==> config.mk <==
export PLATFORM = sky130hd
export DESIGN_NAME = css_sequencer
export DESIGN_NICKNAME = d
export VERILOG_FILES = /design/src/logic/css_sequencer.v /design/src/logic/css_sync.v
export VERILOG_INCLUDE_DIRS = /design/src /design/src/common
export SDC_FILE = /design/constraint.sdc
export NUM_CORES = 1
export LEC_CHECK = 0
export ABC_AREA = 1
export BUFFER_PORTS_ARGS = -buffer_cell sky130_fd_sc_hd__buf_2
export CAP_MARGIN = 20
export CORE_MARGIN = 1.5
export CORE_UTILIZATION = 59
export CTS_BUF_LIST = sky130_fd_sc_hd__clkbuf_4 sky130_fd_sc_hd__clkbuf_8 sky130_fd_sc_hd__clkbuf_16
export DETAILED_ROUTE_END_ITERATION = 16
export PLACE_DENSITY = 0.95
export SYNTH_ARGS = -nofsm -noshare
export SYNTH_HDL_FRONTEND = slang
export SYNTH_HIERARCHICAL = 1
export SYNTH_SLANG_ARGS = --single-unit
==> constraint.sdc <==
create_clock -name ref_clk -period 2.2 [get_ports ref_clk]
set_input_delay 0.11 -clock ref_clk [delete_from_list [all_inputs] [get_ports ref_clk]]
set_output_delay 0.11 -clock ref_clk [all_outputs]
set_load 0.005 [all_outputs]
==> src/common/css_consts.vh <==
// Constants for the clock switch sequencer
`ifndef CSS_CONSTS_VH
`define CSS_CONSTS_VH
`define CSS_ADDR_CTRL_LO    4'h0
`define CSS_ADDR_CTRL_HI    4'h1
`define CSS_ADDR_STATUS     4'h2
`define CSS_KEY_HI_A        8'h78
`define CSS_KEY_HI_B        8'h9A
`define CSS_KEY_LO_A        8'h46
`define CSS_KEY_LO_B        8'h57
`define CSS_CUR_MSB         14
`define CSS_CUR_LSB         12
`define CSS_REQ_MSB         10
`define CSS_REQ_LSB         8
`define CSS_LOCK_BIT        5
`define CSS_FAIL_BIT        3
`define CSS_FORCE_BIT       1
`define CSS_SWREQ_BIT       0
`define CSS_SRC_FRC         3'h0
`define CSS_SRC_FAST_RC_WITH_PLL      3'h1
`define CSS_SRC_PRI         3'h2
`define CSS_SRC_PRIPLL      3'h3
`define CSS_SRC_SEC         3'h4
`define CSS_SRC_LOW_POWER_RC_OSC        3'h5
`define CSS_SETTLE_CYCLES   4'd10
`define CSS_SYNC_DEPTH      3
`endif

==> src/logic/css_sequencer.v <==
// Clock switch sequencer: keyed control register, switch state machine, source gating
//
// The strobed register port and the register addresses were chosen for this implementation.
`include "css_consts.vh"

module css_sequencer (
    // Clock and reset
    input  wire        ref_clk,
    input  wire        rstn,
    // Register port
    input  wire [3:0]  addr,
    input  wire [7:0]  wdata,
    input  wire        wr,
    input  wire        rd,
    output reg  [15:0] rdata,
    // Configuration
    input  wire [1:0]  switch_config_bits,
    input  wire [2:0]  startup_source,
    input  wire        secondary_pin_select,
    input  wire        secondary_ext_mode,
    input  wire        watchdog_en,
    input  wire        fail_safe_monitor_en,
    // Secondary oscillator users
    input  wire        sec_user_req,
    // Oscillator status pins
    input  wire [5:0]  osc_ready,
    input  wire        pll_locked,
    input  wire        startup_timer_done,
    input  wire [5:0]  osc_clk,
    input  wire        ext_low_freq_clk_pin,
    // Oscillator controls
    output reg  [5:0]  osc_enable,
    output wire        sec_driver_en,
    output wire        sec_pins_digital,
    output wire        sec_user_clk,
    output reg  [2:0]  sys_clk_sel,
    output wire        switch_busy,
    output wire        core_stall
);
    localparam ST_IDLE   = 3'd0;
    localparam ST_CHECK  = 3'd1;
    localparam ST_WAIT   = 3'd2;
    localparam ST_SETTLE = 3'd3;
    localparam ST_SWAP   = 3'd4;
    localparam ST_HANDOFF = 3'd5;

    reg  [2:0] state;
    reg  [2:0] cur_src;
    reg  [2:0] req_src;
    reg        swreq;
    reg        lock_flag;
    reg        fail_flag;
    reg        force_on;
    reg  [1:0] hi_key;
    reg  [1:0] lo_key;
    reg  [3:0] settle_cnt;
    reg  [2:0] old_src;
    reg        cur_valid;
    wire       sw_enable = (switch_config_bits == 2'b00);

    // Synchronised oscillator status and the selected new clock
    wire [5:0] ready_s;
    wire       lock_s;
    wire       ost_s;
    wire       new_clk_s;
    wire       ext_clk_s;
    css_sync #(.WIDTH(10)) u_sync (
        .ref_clk (ref_clk),
        .rstn    (rstn),
        .din     ({osc_ready, pll_locked, startup_timer_done,
                   osc_clk[req_src], ext_low_freq_clk_pin}),
        .dout    ({ready_s, lock_s, ost_s, new_clk_s, ext_clk_s})
    );
    reg        new_clk_d;
    wire       new_clk_rise = new_clk_s & ~new_clk_d;

    wire is_pll_req  = (req_src == `CSS_SRC_FAST_RC_WITH_PLL) || (req_src == `CSS_SRC_PRIPLL);
    wire is_xtal_req = (req_src == `CSS_SRC_PRI) || (req_src == `CSS_SRC_PRIPLL) ||
                       (req_src == `CSS_SRC_SEC);
    wire pll_cross   = (cur_src == `CSS_SRC_PRIPLL && req_src == `CSS_SRC_FAST_RC_WITH_PLL) ||
                       (cur_src == `CSS_SRC_FAST_RC_WITH_PLL && req_src == `CSS_SRC_PRIPLL);
    wire src_ok      = (req_src <= `CSS_SRC_LOW_POWER_RC_OSC);

    // Register access decode
    wire wr_hi = wr && (addr == `CSS_ADDR_CTRL_HI);
    wire wr_lo = wr && (addr == `CSS_ADDR_CTRL_LO);
    wire hi_open = (hi_key == 2'd2);
    wire lo_open = (lo_key == 2'd2);
    wire lo_commit = wr_lo && lo_open;
    wire swreq_set = lo_commit && wdata[`CSS_SWREQ_BIT] && sw_enable;

    // Unlock sequencers: any other access drops the key state
    always @(posedge ref_clk or negedge rstn) begin
        if (!rstn) begin
            hi_key <= 2'd0;
            lo_key <= 2'd0;
        end else begin
            if (wr_hi && hi_key == 2'd0 && wdata == `CSS_KEY_HI_A) begin
                hi_key <= 2'd1;
            end else if (wr_hi && hi_key == 2'd1 && wdata == `CSS_KEY_HI_B) begin
                hi_key <= 2'd2;
            end else if (wr || rd) begin
                hi_key <= 2'd0;
            end
            if (wr_lo && lo_key == 2'd0 && wdata == `CSS_KEY_LO_A) begin
                lo_key <= 2'd1;
            end else if (wr_lo && lo_key == 2'd1 && wdata == `CSS_KEY_LO_B) begin
                lo_key <= 2'd2;
            end else if (wr || rd) begin
                lo_key <= 2'd0;
            end
        end
    end

    // Control register fields and switch state machine
    always @(posedge ref_clk or negedge rstn) begin
        if (!rstn) begin
            state      <= ST_IDLE;
            cur_src    <= `CSS_SRC_FRC;
            cur_valid  <= 1'b0;
            req_src    <= `CSS_SRC_FRC;
            swreq      <= 1'b0;
            lock_flag  <= 1'b0;
            fail_flag  <= 1'b0;
            force_on   <= 1'b0;
            settle_cnt <= 4'd0;
            old_src    <= `CSS_SRC_FRC;
            new_clk_d  <= 1'b0;
        end else begin
            new_clk_d <= new_clk_s;
            // Start-up source is taken after reset release, and again every cycle while switching is disabled
            if (!cur_valid || !sw_enable) begin
                cur_src   <= startup_source;
                cur_valid <= 1'b1;
            end
            if (wr_hi && hi_open && state == ST_IDLE) begin
                req_src <= wdata[`CSS_REQ_MSB-8:`CSS_REQ_LSB-8];
            end
            if (lo_commit) begin
                force_on <= wdata[`CSS_FORCE_BIT];
            end
            if (!sw_enable) begin
                swreq <= 1'b0;
            end else if (swreq_set && state == ST_IDLE) begin
                swreq <= 1'b1;
            end
            if (lock_s && is_pll_req) begin
                lock_flag <= 1'b1;
            end
            case (state)
                ST_IDLE: begin
                    if (swreq_set) begin
                        state <= ST_CHECK;
                    end
                end
                ST_CHECK: begin
                    if (req_src == cur_src) begin
                        swreq <= 1'b0;
                        state <= ST_IDLE;
                    end else if (pll_cross || !src_ok) begin
                        state <= ST_IDLE;
                    end else begin
                        lock_flag <= 1'b0;
                        fail_flag <= 1'b0;
                        state     <= ST_WAIT;
                    end
                end
                ST_WAIT: begin
                    // Request stays set on a stall so software can see the lock cause
                    if (ready_s[req_src] && (!is_xtal_req || ost_s) &&
                        (!is_pll_req || lock_s)) begin
                        settle_cnt <= 4'd0;
                        state      <= ST_SETTLE;
                    end
                end
                ST_SETTLE: begin
                    if (new_clk_rise) begin
                        if (settle_cnt == `CSS_SETTLE_CYCLES - 4'd1) begin
                            state <= ST_SWAP;
                        end else begin
                            settle_cnt <= settle_cnt + 4'd1;
                        end
                    end
                end
                ST_SWAP: begin
                    old_src <= cur_src;
                    cur_src <= req_src;
                    state   <= ST_HANDOFF;
                end
                ST_HANDOFF: begin
                    if (sys_clk_sel == cur_src) begin
                        swreq <= 1'b0;
                        state <= ST_IDLE;
                    end
                end
                default: state <= ST_IDLE;
            endcase
        end
    end

    // System clock select moves in handoff only while both clocks are low; with switching disabled it follows the current source at once
    wire old_low = ~osc_clk[sys_clk_sel];
    wire new_low = ~new_clk_s;
    always @(posedge ref_clk or negedge rstn) begin
        if (!rstn) begin
            sys_clk_sel <= `CSS_SRC_FRC;
        end else if (!cur_valid) begin
            sys_clk_sel <= `CSS_SRC_FRC;
        end else if (state == ST_HANDOFF && old_low && new_low) begin
            sys_clk_sel <= cur_src;
        end else if (state == ST_IDLE && sys_clk_sel != cur_src && !sw_enable) begin
            sys_clk_sel <= cur_src;
        end
    end

    // Oscillator enables; secondary keep-alive terms
    wire sec_wanted = (sec_user_req ||
                       (force_on && !secondary_ext_mode)) &&
                      secondary_pin_select;
    wire switching  = (state != ST_IDLE) && (state != ST_CHECK);
    integer k;
    always @* begin
        for (k = 0; k < 6; k = k + 1) begin
            osc_enable[k] = (k == sys_clk_sel) || (k == cur_src) ||
                            (switching && k == req_src);
        end
        // Old source drops once sys_clk_sel leaves it at handoff, except for kept users
        osc_enable[`CSS_SRC_LOW_POWER_RC_OSC] = osc_enable[`CSS_SRC_LOW_POWER_RC_OSC] ||
                                    watchdog_en || fail_safe_monitor_en;
        osc_enable[`CSS_SRC_SEC]  = osc_enable[`CSS_SRC_SEC] || sec_wanted;
        osc_enable[`CSS_SRC_FRC]  = osc_enable[`CSS_SRC_FRC] ||
                                    osc_enable[`CSS_SRC_FAST_RC_WITH_PLL];
    end

    assign sec_driver_en    = secondary_pin_select && !secondary_ext_mode &&
                              osc_enable[`CSS_SRC_SEC];
    assign sec_pins_digital = !secondary_pin_select;
    assign sec_user_clk     = secondary_ext_mode ? ext_clk_s
                                                 : osc_clk[`CSS_SRC_SEC];
    assign switch_busy      = (state != ST_IDLE);
    assign core_stall       = 1'b0;

    // Read data one cycle after the strobe
    always @(posedge ref_clk or negedge rstn) begin
        if (!rstn) begin
            rdata <= 16'h0000;
        end else if (rd) begin
            case (addr)
                `CSS_ADDR_CTRL_LO, `CSS_ADDR_CTRL_HI:
                    rdata <= {1'b0, cur_src, 1'b0, req_src, 2'b00,
                              lock_flag, 1'b0, fail_flag, 1'b0,
                              force_on & ~secondary_ext_mode, swreq};
                `CSS_ADDR_STATUS:
                    rdata <= {10'h000, sys_clk_sel, state};
                default:
                    rdata <= 16'h0000;
            endcase
        end else begin
            rdata <= 16'h0000;
        end
    end
endmodule // css_sequencer

==> src/logic/css_sync.v <==
// Three-stage synchroniser, change accepted when stages two and three agree
module css_sync #(
    parameter WIDTH = 1
) (
    // Clock and reset
    input  wire             ref_clk,
    input  wire             rstn,
    // Data
    input  wire [WIDTH-1:0] din,
    output reg  [WIDTH-1:0] dout
);
    reg [WIDTH-1:0] s1;
    reg [WIDTH-1:0] s2;
    reg [WIDTH-1:0] s3;
    genvar i;
    generate
        for (i = 0; i < WIDTH; i = i + 1) begin : g_bit
            always @(posedge ref_clk or negedge rstn) begin
                if (!rstn) begin
                    s1[i]   <= 1'b0;
                    s2[i]   <= 1'b0;
                    s3[i]   <= 1'b0;
                    dout[i] <= 1'b0;
                end else begin
                    s1[i] <= din[i];
                    s2[i] <= s1[i];
                    s3[i] <= s2[i];
                    if (s2[i] == s3[i]) begin
                        dout[i] <= s3[i];
                    end
                end
            end
        end
    endgenerate
endmodule // css_sync

==> run_results.csv <==
group,metric,value,unit
global_route,first_global_vias,3037,
setup_path,critical_path.startpoint_type,"flip-flop",
global_route,grt_max_degree,78,
clock_tree,clockBufferDepth,2,
clock_tree,clkSinkCount,77,
floorplan,die_area,6420,um2
clock_tree,cts-htree-levels,3,
floorplan,placementRows,27,
finish,mostFrequentLayoutCell,"nand2_1",
placed_design,gp_congestion,0.949,
sta,tightest_slew,0.926,ns
global_route,grt_pass1_wl,14.0,mm
clock_tree,clkTransAtPathRegs,0.08,ns
floorplan,die_w,80.2,um
sta,setup_tns,0,ns
detailed_routing,totalWireLength,8.71,mm
logic_synthesis,synth.avg_cell_area,8.42,um2
finish,drive_gt1_share,19.9,%
global_route,grt.overflow.total,0,
global_route,grt_use_total,29.5,%
clock_tree,cts_tree,"yes",
placed_design,io_buffers,65,
clock_tree,cts-root-buf,"clkbuf_8",
clock_tree,ctsResizeCount,0,
finish,ff_latch_area,1930,um2
sta,fin_crit_sh,87.3,%
logic_synthesis,synth-seq-area-share,54.9,%
floorplan,fp.coreArea,5610,um2
finish,n_fill_cell,415,
detailed_routing,via_per_inst,5.51,
sta,maxSlewViolCount,0,
sta,setup_slack,0.280,ns
floorplan,ios,71,
sta,hold_violations,0,
sta,slew_headroom,38.2,%
logic_synthesis,synth_area,3510,um2
floorplan,die_h,80.2,um
global_route,antenna_found_initial,0,
pwr,ir_drop,744,uV
placed_design,dp_hpwl,6.03,mm
sta,skew,0.0176,ns
setup_path,cp_max_fo,12,
logic_synthesis,ys_ff_latch,77,
logic_synthesis,synth_edf_count,0,
pwr,power_leakage,2.24,nW
logic_synthesis,ys_types,34,
detailed_routing,drtIter0Drc,286,
setup_path,arrival,1.81,ns
sta,max_freq,0.521,GHz
outcome,outcome,"completed",
detailed_routing,drt_first_pass_iters,6,
logic_synthesis,synth_warnings,6,
sta,rsz0062_at_grt,"no",
pwr,p_per_area,901,nW/um2
detailed_routing,routedWlPerCell,15.2,um
setup_path,critical_path_required,2.09,ns
logic_synthesis,syn-instance-count,417,
finish,layout.nets,542,
placed_design,pre_cts_ws,0.465,ns
detailed_routing,postRouteAntennaNets,0,
finish,diodes,0,
run,cap_violations,0,
setup_path,end_kind,"output pin",
logic_synthesis,synth-async-reset-ratio,100,%
sta,fin_crit,1.92,ns
clock_tree,clkLatencyLatePin,0.35,ns
worst_hold_path,min_path_type,"primary input to flip-flop",
finish,final_cell_mix,"106 x nand2_1, 77 x dfrtp_1, 64 x buf_2, 59 x inv_1, 49 x nor2_1",
floorplan,start_util,62.6,%
detailed_routing,vias,3170,
finish,area_growth,19.1,%
detailed_routing,drc,0,
logic_synthesis,synthFlopType,"dfrtp_1",
sta,setup_viol_count_final,0,
clock_tree,cts_buffers,9,
finish,multi_input_area,1300,um2
setup_path,crit_type,"flip-flop to output pin",
final timing paths:
check	startpoint	endpoint	slack, ns	depth (start not counted)
worst max-delay path	req_src[0]	osc_enable[5]	0.28	5
worst min-delay path	secondary_ext_mode	rdata[1]	0.05	2
worst max register to register	req_src[1]	settle_cnt[3]	0.43	11
worst min register to register	u_sync/s1[1]	u_sync/s2[1]	0.35	0
max in group asynchronous	rstn	u_sync/s1[1]	1.13	2
min in group asynchronous	rstn	u_sync/s1[6]	0.47	2
cell families (layout without fill, tap and decap cells):
kind of cell / count (synthesis) / after routing / share of synthesized area [%]
compound gates: 50 / 50 / 8.48
simple gates: 211 / 211 / 26.4
other cells: 2 / 6 / 0.214
flops: 77 / 77 / 54.9
xor+xnor: 3 / 3 / 0.748
buf+inv: 72 / 154 / 8.59
fa+ha+maj: 2 / 2 / 0.712
state kept, by name, summed over array words and instances (netlist names):
register,flops
sys_clk_sel,3
req_src,3
rdata,12
u_sync/s3,10
u_sync/s2,10
lo_key,2
cur_valid,1
hi_key,2
lock_flag,1
new_clk_d,1
u_sync/dout,10
state,3
settle_cnt,4
u_sync/s1,10
force_on,1
swreq,1
cur_src,3
per-layer routing:
| metal | vias to the layer above | share of wire, % | GRT usage [%] |
|---|---|---|---|
| li1 | 1486 | - | - |
| met1 | 1497 | 40 | 36.5 |
| met2 | 164 | 50 | 50.1 |
| met3 | 23 | 7.2 | 7.39 |
| met4 | 0 | 2.3 | 10.3 |
| met5 | - | 0 | 0 |
cell usage after synthesis, types with 3 or more instances:
| cell | count | area, um2 |
|---|---|---|
| nand4_1 | 13 | 81.3 |
| nand2_1 | 106 | 398 |
| inv_1 | 59 | 221 |
| buf_4 | 6 | 45.0 |
| o2111ai_1 | 3 | 26.3 |
| dfrtp_1 | 77 | 1930 |
| nand3_1 | 25 | 125 |
| nand3_2 | 4 | 40.0 |
| xnor2_1 | 3 | 26.3 |
| nand2_2 | 4 | 25.0 |
| a31oi_1 | 3 | 18.8 |
| a21oi_1 | 15 | 75.1 |
| inv_2 | 5 | 18.8 |
| nor2_1 | 49 | 184 |
| o21ai_0 | 18 | 90.1 |
critical path: stages (launching register included):
cell	delay (ns)
dfrtp_1	0.59
inv_1	0.23
nor3_1	0.30
nand2_1	0.09
o2111ai_1	0.09
buf_2	0.15
report_power, final:
group	internal (mW)	switching (mW)	total, mW	leakage, nW
registers	1.53	0.153	1.68	0.969
logic	0.348	0.661	1.01	1.17
clock network	0.553	0.522	1.07	0.0987
total	2.43	1.34	3.77	2.24
cell type report:
cell class	count	area share (%)
inverter	64	5.75
clock inverter	5	1.44
clock buffer	10	3.29
timing repair buffer	75	10.2
tap	72	2.15
sequential	77	46.1
multi-input combinational	272	31.1
metrics by stage:
step / utilization [%] / power (mW) / instance area, um2 / std cells / hold WS, ns
finish: 74.6 / 3.77 / 4180 / 575 / 0.0464
global route: 74.6 / 4.02 / 4180 / 575 / 0.0484
CTS: 74.6 / 3.75 / 4180 / 575 / 0.0256
detailed placement: 69.3 / 2.67 / 3880 / 550 / 0.219
global placement: 69.3 / 2.64 / 3880 / 550 / 0.219
floorplan: - / 2.34 / 3530 / 421 / -0.186
what timing repair did:
| item | in CTS | in global routing |
|---|---|---|
| setup buffers | 0 | 0 |
| endpoints found under the hold margin | 86 | 0 |
| hold buffers | 10 | 0 |
Note: power is estimated with default switching activity, not from simulation.
